<file path="config.mk">
export PLATFORM = sky130hd
export DESIGN_NAME = pcct_core
export DESIGN_NICKNAME = d
export VERILOG_FILES = /design/src/shared/pcct_pkg.sv /design/src/core/pcct_core.sv
export SDC_FILE = /design/constraint.sdc
export NUM_CORES = 1
export LEC_CHECK = 0
export BUFFER_PORTS_ARGS = -buffer_cell sky130_fd_sc_hd__buf_2
export CAP_MARGIN = 10
export CORE_MARGIN = 5
export CORE_UTILIZATION = 60
export DETAILED_ROUTE_END_ITERATION = 8
export HOLD_SLACK_MARGIN = 0.1
export PLACE_DENSITY = 0.83
export SYNTH_ARGS = -nofsm -noshare
export SYNTH_HDL_FRONTEND = slang
export SYNTH_SLANG_ARGS = --single-unit
</file>
<file path="constraint.sdc">
create_clock -name i_clk -period 20.5 [get_ports i_clk]
set_input_delay 5.125 -clock i_clk [delete_from_list [all_inputs] [get_ports i_clk]]
set_output_delay 5.125 -clock i_clk [all_outputs]
set_load 0.01 [all_outputs]
</file>
<file path="src/shared/pcct_pkg.sv">
package pcct_pkg;
  // register indexes
  localparam logic [7:0] OFF_SETUP0   = 8'h3a;
  localparam logic [7:0] OFF_CMD0     = 8'h3b;
  localparam logic [7:0] OFF_REC0     = 8'h3c;
  localparam logic [7:0] OFF_SETUP1   = 8'h3d;
  localparam logic [7:0] OFF_CMD1     = 8'h3e;
  localparam logic [7:0] OFF_REC1     = 8'h3f;
  localparam logic [7:0] OFF_STATUS   = 8'h40;
  localparam logic [7:0] OFF_MASK     = 8'h41;
  localparam logic [7:0] OFF_CTRL     = 8'h42;
  // reset values
  localparam logic [7:0] RST_SETUP0   = 8'h01;
  localparam logic [7:0] RST_CMD0     = 8'h05;
  localparam logic [7:0] RST_REC0     = 8'h00;
  localparam logic [7:0] RST_SET1     = 8'h00;
  localparam logic [7:0] RST_CTRL     = 8'h00;
  localparam logic [7:0] RST_MASK     = 8'h00;
  // timing register fields
  localparam int         MULT_LSB     = 0;
  localparam int         MULT_W       = 6;
  localparam int         PRES_LSB     = 6;
  localparam int         PRES_W       = 2;
  localparam logic [9:0] PRES_SEL0    = 10'h001;
  localparam logic [9:0] PRES_SEL1    = 10'h002;
  localparam logic [9:0] PRES_SEL2    = 10'h004;
  localparam logic [9:0] PRES_SEL3    = 10'h008;
  localparam int         CNT_W        = 10;
  // status and control bit positions
  localparam int         ST_DONE      = 0;
  localparam int         ST_NARROW    = 1;
  localparam int         CTRL_PULSE   = 0;
  localparam int         CTRL_HOST8   = 1;
  // timing
  localparam int         CLK_NS       = 25;
  localparam int         TCP_NS       = 2 * CLK_NS;
  localparam int         TCP_CLKS     = TCP_NS / CLK_NS;
  localparam logic [3:0] IRQ_PULSE    = 4'h4;
  localparam logic [9:0] WAIT_HOLD    = 10'h002;
  localparam logic [9:0] DATA_LEAD    = 10'h002;
  localparam logic [1:0] IOIS_WINDOW  = 2'h3;

  typedef enum logic [4:0] {
    PCCT_IDLE  = 5'b00001,
    PCCT_SETUP = 5'b00010,
    PCCT_CMD   = 5'b00100,
    PCCT_HOLD  = 5'b01000,
    PCCT_REC   = 5'b10000
  } pcct_state_t;
endpackage : pcct_pkg

</file>
<file path="src/core/pcct_core.sv">
`timescale 1ns/1ps
// Notes on behaviour
// - pulse interrupt drives line low then high, each exactly four clocks.
// - each phase length in internal clocks is prescale times multiplier plus one.
// - phase values come from the timer set chosen for the socket window.
// - counters advance on an internal clock of twice the bus clock period.
// - attribute, enables (except I/O high enable), address and write data stable for setup count before strobe.
// - strobe held for command count, then address and data kept for recovery count.
// - timer set 0 resets to setup 01h, command 05h, recovery 00h.
// - setup registers at 3Ah and 3Dh, command and recovery at following indexes.
// - strobe extended during wait and held three internal clocks after release.
// - read data sampled two internal clocks before read strobe ends, at its end for command counts under three with no wait.
// - 16-bit width flag honoured only within three internal clocks of cycle start.
// - high card enable follows observed 16-bit flag by one internal clock, except on an 8-bit host.
// - 8-bit host uses same counts and same data sampling point.
// - word I/O address and write data held for recovery count after strobe.
module pcct_core (
  input  wire logic        i_clk,
  input  wire logic        i_rst,
  input  wire logic [7:0]  i_addr,
  input  wire logic [7:0]  i_wdata,
  input  wire logic        i_wr,
  input  wire logic        i_rd,
  output logic      [7:0]  o_rdata,
  input  wire logic        i_req,
  input  wire logic        i_req_io,
  input  wire logic        i_req_write,
  input  wire logic        i_req_word,
  input  wire logic        i_req_attr,
  input  wire logic        i_req_tset,
  input  wire logic [25:0] i_req_addr,
  input  wire logic [15:0] i_req_wdata,
  output logic             o_busy,
  output logic             o_done,
  output logic      [15:0] o_rd_data,
  output logic      [25:0] o_card_addr,
  output logic      [15:0] o_card_dout,
  output logic             o_card_doe_n,
  input  wire logic [15:0] i_card_din,
  output logic             o_reg_n,
  output logic             o_ce1_n,
  output logic             o_ce2_n,
  output logic             o_oe_n,
  output logic             o_we_n,
  output logic             o_iord_n,
  output logic             o_iowr_n,
  input  wire logic        i_wait_n,
  input  wire logic        i_iois16_n,
  output logic             o_irq,
  output logic             o_sysirq_out,
  output logic             o_sysirq_oe_n
);

  typedef struct packed {
    logic [7:0]           setup0;
    logic [7:0]           cmd0;
    logic [7:0]           rec0;
    logic [7:0]           setup1;
    logic [7:0]           cmd1;
    logic [7:0]           rec1;
    logic [7:0]           status;
    logic [7:0]           mask;
    logic [7:0]           ctrl;
    logic [7:0]           rdata;
    logic                 div;
    pcct_pkg::pcct_state_t state;
    logic [9:0]           cnt;
    logic                 io;
    logic                 write;
    logic                 word;
    logic                 tset;
    logic                 wait_s;
    logic                 saw_wait;
    logic                 sampled;
    logic [1:0]           tcnt;
    logic                 wide;
    logic                 busy;
    logic                 done;
    logic [15:0]          rd_data;
    logic [25:0]          addr;
    logic [15:0]          dout;
    logic                 doe_n;
    logic                 reg_n;
    logic                 ce1_n;
    logic                 ce2_n;
    logic                 oe_n;
    logic                 we_n;
    logic                 iord_n;
    logic                 iowr_n;
    logic                 irq;
    logic [3:0]           pcnt;
    logic                 pout;
    logic                 poe_n;
  } pcct_regs_t;

  pcct_regs_t s_r;
  pcct_regs_t s_nxt;

  function automatic logic [9:0] phase_count(input logic [7:0] r);
    logic [9:0] pres;
    logic [9:0] mult;
    mult = {4'h0, r[pcct_pkg::MULT_LSB +: pcct_pkg::MULT_W]};
    case (r[pcct_pkg::PRES_LSB +: pcct_pkg::PRES_W])
      2'h0:    pres = pcct_pkg::PRES_SEL0;
      2'h1:    pres = pcct_pkg::PRES_SEL1;
      2'h2:    pres = pcct_pkg::PRES_SEL2;
      default: pres = pcct_pkg::PRES_SEL3;
    endcase
    phase_count = 10'(pres * mult) + 10'h001;
  endfunction : phase_count

  always_comb begin
    logic       tick;
    logic [7:0] set_setup;
    logic [7:0] set_cmd;
    logic [7:0] set_rec;
    logic       rd_cyc;
    tick   = 1'b0;
    rd_cyc = 1'b0;
    s_nxt  = s_r;
    s_nxt.rdata = 8'h00;
    s_nxt.done  = 1'b0;
    // internal clock: one enable every second bus clock
    s_nxt.div = ~s_r.div;
    tick      = s_r.div;
    // per-window timer set, frozen for the whole cycle
    set_setup = s_r.tset ? s_r.setup1 : s_r.setup0;
    set_cmd   = s_r.tset ? s_r.cmd1   : s_r.cmd0;
    set_rec   = s_r.tset ? s_r.rec1   : s_r.rec0;
    rd_cyc    = ~s_r.write;

    if (i_wr) begin
      case (i_addr)
        pcct_pkg::OFF_SETUP0: s_nxt.setup0 = i_wdata;
        pcct_pkg::OFF_CMD0:   s_nxt.cmd0   = i_wdata;
        pcct_pkg::OFF_REC0:   s_nxt.rec0   = i_wdata;
        pcct_pkg::OFF_SETUP1: s_nxt.setup1 = i_wdata;
        pcct_pkg::OFF_CMD1:   s_nxt.cmd1   = i_wdata;
        pcct_pkg::OFF_REC1:   s_nxt.rec1   = i_wdata;
        pcct_pkg::OFF_MASK:   s_nxt.mask   = i_wdata;
        pcct_pkg::OFF_CTRL:   s_nxt.ctrl   = i_wdata;
        default: ;
      endcase
    end
    if (i_rd) begin
      case (i_addr)
        pcct_pkg::OFF_SETUP0: s_nxt.rdata = s_r.setup0;
        pcct_pkg::OFF_CMD0:   s_nxt.rdata = s_r.cmd0;
        pcct_pkg::OFF_REC0:   s_nxt.rdata = s_r.rec0;
        pcct_pkg::OFF_SETUP1: s_nxt.rdata = s_r.setup1;
        pcct_pkg::OFF_CMD1:   s_nxt.rdata = s_r.cmd1;
        pcct_pkg::OFF_REC1:   s_nxt.rdata = s_r.rec1;
        pcct_pkg::OFF_MASK:   s_nxt.rdata = s_r.mask;
        pcct_pkg::OFF_CTRL:   s_nxt.rdata = s_r.ctrl;
        pcct_pkg::OFF_STATUS: begin
          s_nxt.rdata  = s_r.status;
          s_nxt.status = 8'h00;
        end
        default:              s_nxt.rdata = 8'h00;
      endcase
    end

    // wait is only looked at on internal clock edges
    if (tick) begin
      s_nxt.wait_s = ~i_wait_n;
    end

    // 16-bit flag window, counted in internal clocks from cycle start
    if (s_r.busy && s_r.io && s_r.word && !s_r.wide && tick
        && s_r.tcnt < pcct_pkg::IOIS_WINDOW) begin
      s_nxt.tcnt = s_r.tcnt + 2'h1;
      if (!i_iois16_n) begin
        s_nxt.wide = 1'b1;
      end else if (s_r.tcnt == pcct_pkg::IOIS_WINDOW - 2'h1) begin
        s_nxt.status[pcct_pkg::ST_NARROW] = 1'b1;
      end
    end
    // flag seen last internal clock: raise high enable one internal clock later
    if (s_r.wide && tick && s_r.ce2_n && !s_r.ctrl[pcct_pkg::CTRL_HOST8]
        && s_r.state != pcct_pkg::PCCT_REC) begin
      s_nxt.ce2_n = 1'b0;
    end

    case (s_r.state)
      pcct_pkg::PCCT_IDLE: begin
        if (i_req) begin
          s_nxt.state    = pcct_pkg::PCCT_SETUP;
          s_nxt.io       = i_req_io;
          s_nxt.write    = i_req_write;
          s_nxt.word     = i_req_word;
          s_nxt.tset     = i_req_tset;
          s_nxt.busy     = 1'b1;
          s_nxt.saw_wait = 1'b0;
          s_nxt.sampled  = 1'b0;
          s_nxt.tcnt     = 2'h0;
          s_nxt.wide     = 1'b0;
          s_nxt.addr     = i_req_addr;
          s_nxt.dout     = i_req_wdata;
          s_nxt.doe_n    = ~i_req_write;
          s_nxt.reg_n    = ~i_req_attr;
          s_nxt.ce1_n    = 1'b0;
          // memory words enable both bytes at once unless on an 8-bit host; I/O words wait for the card
          s_nxt.ce2_n    = ~(i_req_word && !i_req_io
                             && !s_r.ctrl[pcct_pkg::CTRL_HOST8]);
          s_nxt.cnt      = phase_count(i_req_tset ? s_r.setup1 : s_r.setup0);
        end
      end
      pcct_pkg::PCCT_SETUP: begin
        if (tick) begin
          if (s_r.cnt == 10'h001) begin
            s_nxt.state  = pcct_pkg::PCCT_CMD;
            s_nxt.cnt    = phase_count(set_cmd);
            s_nxt.oe_n   = ~(rd_cyc && !s_r.io);
            s_nxt.we_n   = ~(s_r.write && !s_r.io);
            s_nxt.iord_n = ~(rd_cyc && s_r.io);
            s_nxt.iowr_n = ~(s_r.write && s_r.io);
          end else begin
            s_nxt.cnt = s_r.cnt - 10'h001;
          end
        end
      end
      pcct_pkg::PCCT_CMD: begin
        if (tick) begin
          if (s_r.wait_s) begin
            s_nxt.saw_wait = 1'b1;
          end
          // nominal sampling point, only valid when no wait stretched it
          if (s_r.cnt == pcct_pkg::DATA_LEAD + 10'h001 && !s_r.wait_s
              && !s_r.saw_wait && rd_cyc) begin
            s_nxt.rd_data = i_card_din;
            s_nxt.sampled = 1'b1;
          end
          if (s_r.cnt != 10'h001) begin
            s_nxt.cnt = s_r.cnt - 10'h001;
          end else if (s_r.wait_s) begin
            s_nxt.cnt = s_r.cnt;
          end else if (s_r.saw_wait) begin
            s_nxt.state   = pcct_pkg::PCCT_HOLD;
            s_nxt.cnt     = pcct_pkg::WAIT_HOLD + 10'h001;
            s_nxt.sampled = 1'b0;
          end else begin
            if (!s_r.sampled && rd_cyc) begin
              // short command counts leave no earlier point
              s_nxt.rd_data = i_card_din;
            end
            s_nxt.state  = pcct_pkg::PCCT_REC;
            s_nxt.cnt    = phase_count(set_rec);
            s_nxt.oe_n   = 1'b1;
            s_nxt.we_n   = 1'b1;
            s_nxt.iord_n = 1'b1;
            s_nxt.iowr_n = 1'b1;
          end
        end
      end
      pcct_pkg::PCCT_HOLD: begin
        if (tick) begin
          // one internal clock after release the card data is valid
          if (s_r.cnt == pcct_pkg::DATA_LEAD + 10'h001 && rd_cyc) begin
            s_nxt.rd_data = i_card_din;
          end
          if (s_r.cnt == 10'h001) begin
            s_nxt.state  = pcct_pkg::PCCT_REC;
            s_nxt.cnt    = phase_count(set_rec);
            s_nxt.oe_n   = 1'b1;
            s_nxt.we_n   = 1'b1;
            s_nxt.iord_n = 1'b1;
            s_nxt.iowr_n = 1'b1;
          end else begin
            s_nxt.cnt = s_r.cnt - 10'h001;
          end
        end
      end
      pcct_pkg::PCCT_REC: begin
        if (tick) begin
          if (s_r.cnt == 10'h001) begin
            s_nxt.state = pcct_pkg::PCCT_IDLE;
            s_nxt.busy  = 1'b0;
            s_nxt.done  = 1'b1;
            s_nxt.doe_n = 1'b1;
            s_nxt.ce1_n = 1'b1;
            s_nxt.ce2_n = 1'b1;
            s_nxt.reg_n = 1'b1;
            s_nxt.status[pcct_pkg::ST_DONE] = 1'b1;
          end else begin
            s_nxt.cnt = s_r.cnt - 10'h001;
          end
        end
      end
      default: begin
        s_nxt.state = pcct_pkg::PCCT_IDLE;
      end
    endcase

    // events after the read clear, so a same-cycle event survives
    s_nxt.irq = |(s_nxt.status & s_r.mask);

    // system line: level follows irq, pulse mode sends low-high once per rise
    if (s_r.pcnt != 4'h0) begin
      s_nxt.pcnt = s_r.pcnt - 4'h1;
      s_nxt.pout = (s_r.pcnt > pcct_pkg::IRQ_PULSE + 4'h1) ? 1'b0 : 1'b1;
      s_nxt.poe_n = (s_r.pcnt == 4'h1);
    end else if (s_r.ctrl[pcct_pkg::CTRL_PULSE]) begin
      s_nxt.poe_n = 1'b1;
      s_nxt.pout  = 1'b1;
      if (s_nxt.irq && !s_r.irq) begin
        s_nxt.pcnt  = 4'(2 * pcct_pkg::IRQ_PULSE);
        s_nxt.pout  = 1'b0;
        s_nxt.poe_n = 1'b0;
      end
    end else begin
      s_nxt.pout  = s_nxt.irq;
      s_nxt.poe_n = 1'b0;
    end
  end

  always_ff @(posedge i_clk or posedge i_rst) begin
    if (i_rst) begin
      s_r          <= '0;
      s_r.setup0   <= pcct_pkg::RST_SETUP0;
      s_r.cmd0     <= pcct_pkg::RST_CMD0;
      s_r.rec0     <= pcct_pkg::RST_REC0;
      s_r.setup1   <= pcct_pkg::RST_SET1;
      s_r.cmd1     <= pcct_pkg::RST_SET1;
      s_r.rec1     <= pcct_pkg::RST_SET1;
      s_r.mask     <= pcct_pkg::RST_MASK;
      s_r.ctrl     <= pcct_pkg::RST_CTRL;
      s_r.state    <= pcct_pkg::PCCT_IDLE;
      s_r.doe_n    <= 1'b1;
      s_r.reg_n    <= 1'b1;
      s_r.ce1_n    <= 1'b1;
      s_r.ce2_n    <= 1'b1;
      s_r.oe_n     <= 1'b1;
      s_r.we_n     <= 1'b1;
      s_r.iord_n   <= 1'b1;
      s_r.iowr_n   <= 1'b1;
      s_r.pout     <= 1'b1;
      s_r.poe_n    <= 1'b1;
    end else begin
      s_r <= s_nxt;
    end
  end

  assign o_rdata       = s_r.rdata;
  assign o_busy        = s_r.busy;
  assign o_done        = s_r.done;
  assign o_rd_data     = s_r.rd_data;
  assign o_card_addr   = s_r.addr;
  assign o_card_dout   = s_r.dout;
  assign o_card_doe_n  = s_r.doe_n;
  assign o_reg_n       = s_r.reg_n;
  assign o_ce1_n       = s_r.ce1_n;
  assign o_ce2_n       = s_r.ce2_n;
  assign o_oe_n        = s_r.oe_n;
  assign o_we_n        = s_r.we_n;
  assign o_iord_n      = s_r.iord_n;
  assign o_iowr_n      = s_r.iowr_n;
  assign o_irq         = s_r.irq;
  assign o_sysirq_out  = s_r.pout;
  assign o_sysirq_oe_n = s_r.poe_n;

endmodule : pcct_core

</file>
==> metrics.txt <==
GRT overflow 0; crit path DAT 8.89 ns; Critical Path Stages 17; WL final 27,720 um; Final Max Tran Viols 0; Yosys reg bits 181; Buffers on Ports 164; Worst-Skew Late Latency 0.44 ns; outcome finished clean; TritonCTS clock tree built; Final setup viols 0; Tmin final 8.606 ns; Worst Path Buf+Inv 4; RSZ-0062 raised after global routing false; WHS Path Cells 2; DRT antenna net count 0; area post-placement 0.01197 mm^2; Syn Inst Count 1,170; Leak Pwr 6.383 nW; pwr dens 102.3 mW/mm^2; sequential area share after synthesis 39.74%; r2r startpoint s_r[81]; Fillers 1,419; largest net degree at the start of global routing 100; GPL Wtd Cong 0.8987; slowest CP cell fa_1; HPWL Detailed 20,110 um; fin area 0.01258 mm^2; Min-Delay Startpoint o_card_addr[9]; largest delay contributor family on the critical path adder cells; num rows 50; worst hold margin 0.4682 ns; initial antenna violation count 0; synth unique cells 69; gr usage total 25.72%; Synth area leaders dfrtp_1 37%, mux2_2 9.8%, ha_1 7.1%; hold_buf cts 0; clock buffer depth 2; I/O pin count 165; Register-to-Register Setup Slack 15.19 ns; clk slew on worst S/H paths 0.08 ns; Max Cap Viol 0; Slew HR 29.77%; Die Width 148.1 um; Final Total Pwr 1.287 mW; Fmax 116.2 MHz; post-synthesis async set-or-reset flop share 100.0%; Core ar. 0.01877 mm^2; Pre-Repair DR Iteration Count 5; Layout Nets 1,432; leading area contributor after synthesis dfrtp_1; starting DRC count in detailed routing 610; Root Driver clkbuf_16; Final Hold Vio Count 0; ratio of cells with drive above 1 in the final layout 27.31%; WL/cell 18.47 um; CP peak stage delay 0.50 ns; drt drc 0; Synthesis Warnings 0; final cycle utilization of the critical path 41.98%; R2R cell count 15; worst setup path start i_req_tset; Chip Height 148.1 um; vias in the first global route 9,064; worst-case clock skew 0.01057 ns; net count after synthesis 1,348; Layout Area Growth over Synthesis 9.907%; WHS Endpoint o_card_addr[9]; worst slew pin tran 1.037 ns; CP Cell Sequence buf_2 > nor2b_1 > a22oi_1 > or2_2 > fa_1 > inv_1 > ha_1 > inv_1 > fa_1 > inv_1 > ha_1 > o21ai_0 > nor2_1 > o31a_1 > o22ai_1 > xnor2_1 > o211ai_1; Post-synth EDFFs 0; total CTS buffers 17; most used cell, CP inv_1; die area 0.02193 mm^2; Starting Density 60.97%; Worst EP required 20.79 ns; Post-Syn Area per Cell 9.780 um^2; Startpoint Class input port; vias per cell 5.968; total negative setup slack 0 ns; top cell type's share of synthesized area 36.52%; H-tree level count 4; Top FF cell, synth dfrtp_1; # diodes 0; # resized after CTS 0; crit end category flip-flop; critical path type input port to flip-flop; post-CTS setup repair buffer count 0; clk sinks 181; CP max FO 16; R2R Path End s_r[92]; Hold Path Class flip-flop to flip-flop; first-pass GRT wire length 45,620 um; Post-Syn Area 0.01144 mm^2; via count 8,958; Peak supply drop 0.00007502 V
==> power by group <==
part           leakage (nW)  internal (mW)  switching (mW)  total (mW)
Clock                 0.293          0.177           0.156       0.333
Combinational          3.75          0.165           0.280       0.445
Sequential             2.34          0.444          0.0656       0.509
Total                  6.38          0.786           0.501        1.29
==> worst reg2reg max path, cell delays in order, from the launching register on <==
cell	delay [ns]
dfrtp_1	0.63
buf_4	0.33
nor2_1	0.10
a22oi_1	0.52
or2_2	0.22
fa_1	0.43
fa_1	0.47
fa_1	0.50
inv_1	0.05
ha_1	0.33
and2_1	0.21
a221o_1	0.37
o21ai_0	0.16
nor4b_1	0.61
a211oi_1	0.11
o21ai_0	0.19
==> layer usage <==
metal	GRT usage, %	vias to the layer above	wire length (um)
met5	0	-	0
met4	7.621	0	548
met3	6.764	44	1938
met2	42.50	350	13560
met1	33.66	4412	11680
li1	-	4152	-
==> flip-flops by register name, indices dropped and copies added, names as in the netlist <==
signal,count
o_iowr_n,1
o_busy,1
s_r,102
o_we_n,1
o_irq,1
o_iord_n,1
o_rd_data,16
o_rdata,8
o_ce2_n,1
o_card_doe_n,1
o_done,1
o_card_addr,26
o_sysirq_oe_n,1
o_reg_n,1
o_oe_n,1
o_sysirq_out,1
o_card_dout,16
o_ce1_n,1
==> through the flow <==
step | std cells | util [%] | setup slack, ns
3_3_place_gp | 1469 | 63.80 | 11.57
6_report | 1501 | 67.01 | 11.89
3_5_place_dp | 1469 | 63.80 | 11.50
4_1_cts | 1501 | 67.01 | 11.92
5_1_grt | 1501 | 67.01 | 11.68
2_1_floorplan | 1170 | - | 10.48
==> cell type report <==
cell class / instances / area, um^2 / share of cell area [%]
inverter: 65 / 249.0 / 1.980
clock buffer: 18 / 439.2 / 3.492
timing repair buffer: 171 / 873.3 / 6.945
clock inverter: 14 / 162.7 / 1.293
sequential: 181 / 4547 / 36.16
tap: 234 / 292.8 / 2.328
multi-input combinational: 818 / 6012 / 47.81
==> how the worst max path moves through the flow <==
| stage | slack [ns] | to |
|---|---|---|
| after detailed placement | 11.50 | s_r[93] |
| final | 11.89 | s_r[94] |
| after global routing | 11.68 | s_r[93] |
| after floorplan | 10.48 | o_busy |
| after CTS | 11.92 | s_r[93] |
| after global placement | 11.57 | s_r[93] |
==> cell usage in the layout (no fill, tap or decap), types with 13 or more instances in the layout <==
cell	n
nand2_1	202
dfrtp_1	167
buf_2	164
mux2_2	100
nor2_1	88
ha_1	65
inv_1	64
o21ai_0	39
a21oi_1	36
fa_1	27
mux2i_1	24
nor3_1	20
clkbuf_16	17
or2_2	16
dfstp_2	14
a22oi_1	13
==> synthesized netlist by cell type, types with 4 or more instances <==
cell type and count:
dfrtp_1 167, xor2_1 5, or2_2 16, nor2b_1 11, o22ai_1 7, nand3_1 12, a21o_1 7, mux2_2 100
ha_1 65, o21a_1 6, o211ai_1 4, buf_4 66, a22oi_1 13, nor3b_1 5, nand3b_1 4, buf_1 6
dfstp_2 14, mux4_2 8, a31oi_1 7, a21oi_1 36, inv_1 65, clkbuf_1 33, mux2i_1 24, nor4b_1 4
nor2_1 89, nand2b_1 7, nand4_1 7, nor4_1 4, a32oi_1 4, a211oi_1 9, or3_1 4, xnor2_1 8
and2_1 10, nor3_1 20, o21ai_0 39, fa_1 27, nand2_1 202
==> logic make-up after synthesis <==
kind of cell | share of synthesized area, %
AND/OR/NAND/NOR | 16.16
flip-flops | 39.74
AO/OA/AOI/OAI | 9.973
buffers and inverters | 7.786
multiplexers | 13.52
adder cells (fa/ha/maj) | 11.83
XOR/XNOR | 0.9951
No activity file was read; power rests on OpenSTA's default activity.
